<file path="config.mk">
export PLATFORM = sky130hd
export DESIGN_NAME = cie_core
export DESIGN_NICKNAME = d
export VERILOG_FILES = /design/src/rtl/cie_pkg.sv /design/src/rtl/cie_core.sv
export VERILOG_INCLUDE_DIRS = /design/src /design/src/rtl
export SDC_FILE = /design/constraint.sdc
export NUM_CORES = 1
export LEC_CHECK = 0
export BUFFER_PORTS_ARGS = -buffer_cell sky130_fd_sc_hd__buf_2
export CORE_ASPECT_RATIO = 1.2
export CORE_MARGIN = 2
export CORE_UTILIZATION = 62
export DETAILED_ROUTE_END_ITERATION = 10
export PLACE_DENSITY_LB_ADDON = 0.2
export RECOVER_POWER = 100
export REMOVE_ABC_BUFFERS = 1
export SYNTH_ARGS = -nofsm -noshare
export SYNTH_HDL_FRONTEND = slang
export SYNTH_SLANG_ARGS = --single-unit
</file>
<file path="constraint.sdc">
create_clock -name pclk -period 5.02 [get_ports pclk]
set_input_delay 0.753 -clock pclk [delete_from_list [all_inputs] [get_ports pclk]]
set_output_delay 0.753 -clock pclk [all_outputs]
set_load 0.05 [all_outputs]
</file>
<file path="src/rtl/cie_defines.svh">
// Offsets, reset values, opcodes and T-state counts for the exec core
`ifndef CIE_DEFINES_SVH
`define CIE_DEFINES_SVH
`define CIE_A_CTRL  8'h00
`define CIE_A_STAT  8'h04
`define CIE_A_IVEC  8'h08
`define CIE_A_ACC   8'h0c
`define CIE_RUN     0
`define CIE_IEN     1
`define CIE_CTRL_RV 2'b00
`define CIE_PC_RV   16'h0000
`define CIE_SP_RV   16'hffff
`define CIE_RST38   16'h0038
`define CIE_TDIV    3'd4
`define CIE_T_M1    3'd4
`define CIE_T_MR    3'd3
`define CIE_T_MRX   3'd4
`define CIE_T_MW    3'd3
`define CIE_T_IO    3'd4
`define CIE_T_ADD   3'd5
`define CIE_T_X2    3'd2
`define CIE_T_ACK   3'd4
`define CIE_OP_HALT 8'h76
`define CIE_OP_SWAP 8'hd9
`define CIE_OP_INA  8'hdb
`define CIE_OP_INCM 8'h34
`define CIE_OP_INCX 8'h23
`define CIE_OP_PED  8'hed
`define CIE_OP_PDD  8'hdd
`define CIE_OP_PFD  8'hfd
`define CIE_OP_IM0  8'h46
`define CIE_OP_IM1  8'h56
`define CIE_OP_IM2  8'h5e
`endif

</file>
<file path="src/rtl/cie_pkg.sv">
// Types shared by the exec core
package cie_pkg;
  typedef enum logic [3:0] {
    MC_IDLE, MC_FETCH, MC_OP2, MC_DISP, MC_ADD, MC_IMM, MC_MRX, MC_MW,
    MC_IORD, MC_X2, MC_HALT, MC_ACK, MC_VECL, MC_VECH, MC_PUSHH, MC_PUSHL
  } cie_mc_e;
  typedef struct packed {
    logic [15:0] addr;
    logic [7:0]  dout;
    logic        mrd;
    logic        mwr;
    logic        iord;
    logic        m1;
    logic        iack;
  } cie_bus_s;
endpackage
</file>
<file path="src/rtl/cie_core.sv">
// Exec core: halt, bank swap, interrupt modes, port input, increments
// Behaviour
// - Halt takes 4 T-states, then nothing runs until an interrupt is taken
// - Interrupts are still taken while halted
// - Bank swap exchanges three pairs with alternates in 4 T-states, flags kept
// - Mode 0 executes the byte the device supplies; mode selects take 8 T-states
// - Mode 1 answers an interrupt with a call to 0038H
// - Mode 2 reads its call target at vector page byte and device byte
// - Immediate port input: port on A0-A7, accumulator on A8-A15, 11 T-states
// - Indirect port input: port register low, counter high, 12 T-states
// - Indirect input flags: S, Z, even parity; H, N cleared; carry kept
// - Register field 000-101 general registers, 111 accumulator; increment 4 T-states
// - Memory increment: read, write value plus one, 11 T-states
// - 8-bit increment flags: S, Z, bit 3 carry, 7FH overflow, N clear
// - Indexed increment adds signed displacement, 23 T-states
// - Index pair increment takes 10 T-states, flags kept
// - Pair field 00 counter, 01 target, 10 pointer, 11 stack top; flags kept
// - Pair increment completes in 6 T-states
`include "cie_defines.svh"
module cie_core (
  input  wire logic        pclk,
  input  wire logic        presetn,
  input  wire logic        psel,
  input  wire logic        penable,
  input  wire logic        pwrite,
  input  wire logic [7:0]  paddr,
  input  wire logic [31:0] pwdata,
  output logic      [31:0] prdata,
  output logic             pready,
  output logic             pslverr,
  input  wire logic [7:0]  bus_din,
  input  wire logic        int_req_n,
  output cie_pkg::cie_bus_s bus
);
  logic [7:0]  rf [0:7];
  logic [7:0]  alt [0:5];
  logic [15:0] pc, stack_top_pointer, first_index_pair, second_index_pair;
  logic [15:0] addr, vec;
  logic [7:0]  f, ivec, dout;
  logic [1:0]  pfx, im, ctrl;
  logic [2:0]  div, tcount;
  logic        halted, irq_s1, irq_s2;
  cie_pkg::cie_mc_e mc;

  function automatic logic [2:0] mc_len(input cie_pkg::cie_mc_e m);
    case (m)
      cie_pkg::MC_FETCH, cie_pkg::MC_OP2: mc_len = `CIE_T_M1;
      cie_pkg::MC_DISP, cie_pkg::MC_IMM, cie_pkg::MC_VECL,
      cie_pkg::MC_VECH: mc_len = `CIE_T_MR;
      cie_pkg::MC_MRX: mc_len = `CIE_T_MRX;
      cie_pkg::MC_MW, cie_pkg::MC_PUSHH, cie_pkg::MC_PUSHL: mc_len = `CIE_T_MW;
      cie_pkg::MC_IORD: mc_len = `CIE_T_IO;
      cie_pkg::MC_ADD: mc_len = `CIE_T_ADD;
      cie_pkg::MC_X2: mc_len = `CIE_T_X2;
      cie_pkg::MC_ACK: mc_len = `CIE_T_ACK;
      default: mc_len = 3'd1;
    endcase
  endfunction

  // Flag byte layout S Z - H - P/V N C
  function automatic logic [7:0] inc_flags(input logic [7:0] v, input logic c);
    logic [7:0] r;
    r = v + 8'h01;
    inc_flags = {r[7], r == 8'h00, 1'b0, v[3:0] == 4'hf, 1'b0, v == 8'h7f, 1'b0, c};
  endfunction

  function automatic logic [7:0] in_flags(input logic [7:0] v, input logic c);
    in_flags = {v[7], v == 8'h00, 1'b0, 1'b0, 1'b0, ~^v, 1'b0, c};
  endfunction

  wire        tick     = div == 3'd0;
  wire        mend     = tick && tcount == mc_len(mc) - 3'd1;
  wire [7:0]  op       = bus_din;
  wire        base_end = mc == cie_pkg::MC_FETCH || (mc == cie_pkg::MC_ACK && im == 2'd0);
  wire [15:0] pc_inc   = pc + 16'h0001;
  wire [15:0] pc_nx    = (mc == cie_pkg::MC_FETCH) ? pc_inc : pc;
  wire        irq_take = irq_s2 && ctrl[`CIE_IEN];
  wire        is_ed    = pfx == 2'd1;
  wire [15:0] xr       = pfx[0] ? second_index_pair : first_index_pair;
  wire [15:0] xaddr    = xr + {{8{op[7]}}, op};
  wire        op_incr  = op[7:6] == 2'b00 && op[2:0] == 3'b100 && op[5:3] != 3'b110;
  wire        op_incss = op[7:6] == 2'b00 && op[3:0] == 4'b0011;
  wire        op_inrc  = op[7:6] == 2'b01 && op[2:0] == 3'b000;
  wire        run      = ctrl[`CIE_RUN];
  cie_pkg::cie_mc_e nxt;
  assign nxt = irq_take ? cie_pkg::MC_ACK : run ? cie_pkg::MC_FETCH : cie_pkg::MC_IDLE;

  // Strobes are levels for the whole machine cycle; read data is taken at its last T-state
  assign bus.addr = addr;
  assign bus.dout = dout;
  assign bus.m1   = mc == cie_pkg::MC_FETCH || mc == cie_pkg::MC_OP2;
  assign bus.mrd  = bus.m1 || mc == cie_pkg::MC_DISP || mc == cie_pkg::MC_IMM ||
                    mc == cie_pkg::MC_MRX || mc == cie_pkg::MC_VECL || mc == cie_pkg::MC_VECH;
  assign bus.mwr  = mc == cie_pkg::MC_MW || mc == cie_pkg::MC_PUSHH || mc == cie_pkg::MC_PUSHL;
  assign bus.iord = mc == cie_pkg::MC_IORD;
  assign bus.iack = mc == cie_pkg::MC_ACK;

  always_ff @(posedge pclk or negedge presetn) begin
    if (!presetn) begin
      div    <= 3'd0;
      irq_s1 <= 1'b0;
      irq_s2 <= 1'b0;
    end else begin
      div    <= (div == `CIE_TDIV - 3'd1) ? 3'd0 : div + 3'd1;
      irq_s1 <= ~int_req_n;
      irq_s2 <= irq_s1;
    end
  end

  always_ff @(posedge pclk or negedge presetn) begin
    if (!presetn) begin
      for (int i = 0; i < 8; i++) rf[i] <= 8'h00;
      for (int i = 0; i < 6; i++) alt[i] <= 8'h00;
      pc <= `CIE_PC_RV;
      stack_top_pointer <= `CIE_SP_RV;
      first_index_pair <= 16'h0000;
      second_index_pair <= 16'h0000;
      addr <= 16'h0000;
      vec <= 16'h0000;
      f <= 8'h00;
      dout <= 8'h00;
      pfx <= 2'd0;
      im <= 2'd0;
      tcount <= 3'd0;
      halted <= 1'b0;
      mc <= cie_pkg::MC_IDLE;
    end else if (tick && !mend) begin
      tcount <= tcount + 3'd1;
    end else if (mend) begin
      tcount <= 3'd0;
      if (base_end) begin
        // Mode 0 treats the acknowledge byte as the opcode
        pc <= pc_nx;
        pfx <= 2'd0;
        mc <= nxt;
        addr <= pc_nx;
        if (op == `CIE_OP_PED || op == `CIE_OP_PDD || op == `CIE_OP_PFD) begin
          pfx <= (op == `CIE_OP_PED) ? 2'd1 : (op == `CIE_OP_PDD) ? 2'd2 : 2'd3;
          mc <= cie_pkg::MC_OP2;
        end else if (op == `CIE_OP_HALT) begin
          halted <= 1'b1;
          mc <= cie_pkg::MC_HALT;
        end else if (op == `CIE_OP_SWAP) begin
          for (int i = 0; i < 6; i++) begin
            rf[i] <= alt[i];
            alt[i] <= rf[i];
          end
        end else if (op == `CIE_OP_INA) begin
          mc <= cie_pkg::MC_IMM;
        end else if (op == `CIE_OP_INCM) begin
          addr <= {rf[4], rf[5]};
          mc <= cie_pkg::MC_MRX;
        end else if (op_incr) begin
          rf[op[5:3]] <= rf[op[5:3]] + 8'h01;
          f <= inc_flags(rf[op[5:3]], f[0]);
        end else if (op_incss) begin
          vec <= {14'h0000, op[5:4]};
          mc <= cie_pkg::MC_X2;
        end
      end else begin
        case (mc)
          cie_pkg::MC_IDLE: begin
            addr <= pc;
            mc <= nxt;
          end
          cie_pkg::MC_HALT: begin
            if (irq_take) begin
              halted <= 1'b0;
              mc <= cie_pkg::MC_ACK;
            end
          end
          cie_pkg::MC_OP2: begin
            pc <= pc_inc;
            addr <= pc_inc;
            mc <= nxt;
            vec <= 16'h0004;
            if (is_ed) begin
              if (op == `CIE_OP_IM0) im <= 2'd0;
              else if (op == `CIE_OP_IM1) im <= 2'd1;
              else if (op == `CIE_OP_IM2) im <= 2'd2;
              else if (op_inrc) begin
                addr <= {rf[0], rf[1]};
                vec <= {13'h0000, op[5:3]};
                mc <= cie_pkg::MC_IORD;
              end
            end else if (op == `CIE_OP_INCX) begin
              mc <= cie_pkg::MC_X2;
            end else if (op == `CIE_OP_INCM) begin
              mc <= cie_pkg::MC_DISP;
            end
          end
          cie_pkg::MC_DISP: begin
            pc <= pc_inc;
            addr <= xaddr;
            mc <= cie_pkg::MC_ADD;
          end
          cie_pkg::MC_ADD: mc <= cie_pkg::MC_MRX;
          cie_pkg::MC_MRX: begin
            dout <= op + 8'h01;
            f <= inc_flags(op, f[0]);
            mc <= cie_pkg::MC_MW;
          end
          cie_pkg::MC_IMM: begin
            pc <= pc_inc;
            addr <= {rf[7], op};
            vec <= 16'h0007;
            mc <= cie_pkg::MC_IORD;
          end
          cie_pkg::MC_IORD: begin
            // Field 110 of the indirect form only updates the flags
            if (vec[2:0] != 3'b110) rf[vec[2:0]] <= op;
            if (is_ed) f <= in_flags(op, f[0]);
            addr <= pc;
            mc <= nxt;
          end
          cie_pkg::MC_X2: begin
            if (pfx == 2'd2) first_index_pair <= first_index_pair + 16'h0001;
            else if (pfx == 2'd3) second_index_pair <= second_index_pair + 16'h0001;
            else if (vec[1:0] == 2'd0) {rf[0], rf[1]} <= {rf[0], rf[1]} + 16'h0001;
            else if (vec[1:0] == 2'd1) {rf[2], rf[3]} <= {rf[2], rf[3]} + 16'h0001;
            else if (vec[1:0] == 2'd2) {rf[4], rf[5]} <= {rf[4], rf[5]} + 16'h0001;
            else stack_top_pointer <= stack_top_pointer + 16'h0001;
            addr <= pc;
            mc <= nxt;
          end
          cie_pkg::MC_ACK: begin
            addr <= stack_top_pointer - 16'h0001;
            dout <= pc[15:8];
            vec <= `CIE_RST38;
            mc <= cie_pkg::MC_PUSHH;
            if (im == 2'd2) begin
              addr <= {ivec, op};
              mc <= cie_pkg::MC_VECL;
            end
          end
          cie_pkg::MC_VECL: begin
            vec[7:0] <= op;
            addr <= addr + 16'h0001;
            mc <= cie_pkg::MC_VECH;
          end
          cie_pkg::MC_VECH: begin
            vec[15:8] <= op;
            addr <= stack_top_pointer - 16'h0001;
            dout <= pc[15:8];
            mc <= cie_pkg::MC_PUSHH;
          end
          cie_pkg::MC_PUSHH: begin
            addr <= stack_top_pointer - 16'h0002;
            dout <= pc[7:0];
            mc <= cie_pkg::MC_PUSHL;
          end
          cie_pkg::MC_PUSHL: begin
            stack_top_pointer <= stack_top_pointer - 16'h0002;
            pc <= vec;
            addr <= vec;
            mc <= run ? cie_pkg::MC_FETCH : cie_pkg::MC_IDLE;
          end
          default: begin
            addr <= pc;
            mc <= nxt;
          end
        endcase
      end
    end
  end

  // Register slave: no wait states, unmapped offsets answer with an error
  wire acc_ph = psel && penable;
  wire hit    = paddr == `CIE_A_CTRL || paddr == `CIE_A_STAT ||
                paddr == `CIE_A_IVEC || paddr == `CIE_A_ACC;
  assign pready  = 1'b1;
  assign pslverr = acc_ph && !hit;

  always_ff @(posedge pclk or negedge presetn) begin
    if (!presetn) begin
      ctrl <= `CIE_CTRL_RV;
      ivec <= 8'h00;
      prdata <= 32'h0000_0000;
    end else begin
      if (acc_ph && pwrite && paddr == `CIE_A_CTRL) ctrl <= pwdata[1:0];
      if (acc_ph && pwrite && paddr == `CIE_A_IVEC) ivec <= pwdata[7:0];
      if (psel && !penable) begin
        if (paddr == `CIE_A_CTRL) prdata <= {30'h0, ctrl};
        else if (paddr == `CIE_A_STAT) prdata <= {pc, 13'h0, im, halted};
        else if (paddr == `CIE_A_IVEC) prdata <= {24'h0, ivec};
        else if (paddr == `CIE_A_ACC) prdata <= {24'h0, rf[7]};
        else prdata <= 32'h0000_0000;
      end
    end
  end
endmodule // cie_core

</file>
==> flow_summary.ini <==
[cells_and_area]
finalCoreUtilization = 0.684
instances_no_fill = 2554
top_library_cells_by_usage_in_the_layout_fill_and_taps_aside = 251 x dfrtp_1, 226 x nand2_1, 176 x nor2_1, 117 x a21oi_1, 109 x o21ai_0
multi_input_area_sq_um = 11000
layout-area-overhead-vs-synth_pct = 8.64
register_area_sq_um = 6700
nets = 2233
final_common_cell = dfrtp_1
layout-drive-gt1-share = 0.124
nFillCells = 2466

[yosys]
synth_warnings = 0
distinct_cell_type_count_of_the_synthesized_netlist = 94
synth-main-ff-cell = dfrtp_1
avg_synthesized_cell_area_sq_um = 8.74
synth_edf_count = 0
synthCells = 2140
postSynth.asyncResetShare = 1.00
seq_area_frac_synth = 0.358
synth_seq_cells = 267
synth_area_sq_um = 18700

[global_route]
grt-ovfl-total = 0
grt_start_max_net_pins = 120
grt_first_pass_wirelength_um = 107000
grt_antenna_before_repair = 1
number_of_global_route_vias_before_repair = 17744
track_usage = 0.443

[cts]
postCtsResizedCells = 0
ctsHtreeMaxLevel = 1
path_clk_slew_ns = 0.06
cts.path.max_buffers = 3
post-cts-setup-buffer-count = 0
tritoncts_clock_tree = built
clk-insertion-delay-late_ns = 0.60
clockRootBuffer = clkbuf_16
holdBufCountCts = 0
cts-buffers-inserted = 30
cts_sinks = 267

[floorplanning]
fp-row-count = 69
core_area_sq_um = 29700
pin_count = 117
initial_utilization = 0.630
floorplan.die.height_um = 194
die_area_sq_um = 31600
width_of_the_die_um = 163

[critical_path]
critical_path.slowest_cell = or3_1
crit_path_max_fanout = 12
type_of_element_capturing_the_critical_path = register
cell_breakdown_of_the_critical_path = inv_1 -> ha_1 -> nor3_1 -> nor2_1 -> ha_1 -> xnor2_1 -> or2_2 -> or3_1 -> a211o_1 -> a221oi_1 -> clkbuf_1 -> mux2_2
timing.setup.critical_path_class = reg -> reg
path_delay_family = simple AND/OR/NAND/NOR gates
worst_path_largest_cell_delay_ns = 0.54
worstPathArrival_ns = 4.87
type_of_origin_of_the_critical_path = register
required_ns = 5.49
path_buf_inv = 2
path_common_cell = ha_1

[routing]
detailedRoute.firstPassIterationCount = 6
drt_first_iter_violations = 2752
vias_per_cell = 7.25
drc_errors = 0
antenna_left = 0
vias = 18519
routed_wirelength_um = 70100
wire_per_inst_um = 27.5

[timing]
whs_ns = 0.303
period_needed_ns = 4.40
worst_slew_pin_slew_ns = 3.01
skew_ns = 0.0162
fmax_mhz = 227
rsz0062_at_grt = false
report.final.setup_viol = 0
hold_viol_final = 0
drv_slew = 153
timing.max_slew.rel_slack = -1.00
fin_setup_tns_ns = 0
min_period_over_period = 0.876

[run_status]
violations_in_the_final_reports = capacitance limit, slew limit
outcome = complete, but fails checks

[power]
power.net_switching_mw = 4.23
power.leakage_nw = 8.51
relative_contribution_of_the_clock_network_to_total_power = 0.268
ir_drop_v = 0.000334
total_power_mw = 9.48
power-per-cell-area_nw_per_um2 = 466
p_comb_frac = 0.401
sequentialPowerShare = 0.331
sw_frac_of_total = 0.446
cell_internal_pwr_mw = 5.25

[placed_design]
dp_hpwl_um = 49000
buffer_ports.inserted = 83
numPlacedInstances = 2496
place.gp.congestion = 1.06

[worst_hold_path]
min_path_type = in -> reg

[run]
drv.max_cap_violation_count = 2
==> final cells by class <==
class                   instances  share of cell area
inverters                      52             0.00961
clock buffers                  43              0.0434
diodes                          2            0.000246
repair buffers                143              0.0387
multi-input cells            1644               0.542
clock inverters                13              0.0122
well taps                     390              0.0240
flip-flops and latches        267               0.330
==> cells in the mapped netlist, types with 10 or more instances <==
cell	number	area, sq um
dfrtp_1	251	6280
nand2_1	226	848
nor2_1	176	661
clkbuf_1	136	510
a21oi_1	117	586
o21ai_0	109	546
xnor2_1	90	788
mux2_2	84	946
nand3_1	73	365
xor2_1	52	455
inv_1	50	188
nor3_1	50	250
a221oi_1	47	412
nand4_1	44	275
ha_1	40	500
mux2i_1	33	330
a22oi_1	31	233
and3_1	31	194
a211oi_1	29	218
a31oi_1	27	169
nor4_1	27	169
o31ai_1	26	195
o22ai_1	25	156
a22o_1	24	210
and2_1	21	131
buf_2	20	100
o211ai_1	20	150
dfstp_2	16	420
or3_1	16	100
nand2b_1	15	93.8
mux4_2	14	315
buf_1	13	48.8
a21o_1	10	75.1
buf_4	10	75.1
==> worst paths after layout <==
kind / startpoint / endpoint / slack [ns] / cells after the start
hold / removal: int_req_n / irq_s1$_DFF_PN0_ / 0.30 / 2
hold reg to reg: irq_s1$_DFF_PN0_ / irq_s2$_DFF_PN0_ / 0.35 / 0
max in group asynchronous: presetn / prdata[27]$_DFFE_PN0P_ / 1.09 / 2
setup / recovery: mc[0]$_DFFE_PN0P_ / rf[58]$_DFFE_PN0P_ / 0.62 / 12
setup reg to reg: mc[0]$_DFFE_PN0P_ / rf[58]$_DFFE_PN0P_ / 0.62 / 12
min in group asynchronous: presetn / pc[13]$_DFFE_PN0P_ / 1.11 / 1
==> worst register-to-register path: cells and delay by family, from the launching register on <==
family	cells	cell delay, ns
DFF	1	0.43
adders and majority gates	2	0.64
buffers and inverters	2	0.59
xor gates and xnor gates	1	0.14
and+or+nand+nor	4	1.26
muxes	1	0.40
AOI/OAI and AO/OA	2	0.84
==> per-layer routing <==
layer,share of wire,wire length [um],up-vias,GRT usage
met5,0.00019,13,-,0
met4,0.097,6780,2,0.330
met3,0.11,7710,405,0.0828
met2,0.44,30800,1342,0.674
met1,0.35,24900,8870,0.560
li1,-,-,7900,-
==> sequential cells by signal, indices dropped and copies added, names as in the netlist, 16 cells and up <==
| name | cells |
|---|---|
| addr | 16 |
| alt | 48 |
| first_index_pair | 16 |
| pc | 16 |
| prdata | 24 |
| rf | 64 |
| second_index_pair | 16 |
| stack_top_pointer | 16 |
| vec | 16 |
==> per-stage QoR <==
step                      setup WS, ns  area, sq um
after floorplan                  -1.32        17900
after global placement           0.897        19400
after detailed placement         0.801        19400
after CTS                        0.788        20500
after global routing             0.339        20300
final                            0.620        20300
==> logic make-up after synthesis <==
family / share of synthesized area
simple gates: 0.194
fa+ha+maj: 0.0278
buf+inv: 0.0524
flops: 0.358
other cells: 0.000402
xor+xnor: 0.0674
mux: 0.0859
compound gates: 0.214
==> power groups by stage <==
stage,Sequential (mW),Combinational (mW),Clock (mW)
floorplan,3.14,2.27,0
global placement,3.10,3.68,0
detailed placement,3.11,3.74,0
CTS,3.08,3.76,2.53
global route,3.14,4.06,2.61
finish,3.13,3.80,2.54
(Power assumes the default switching activity.)
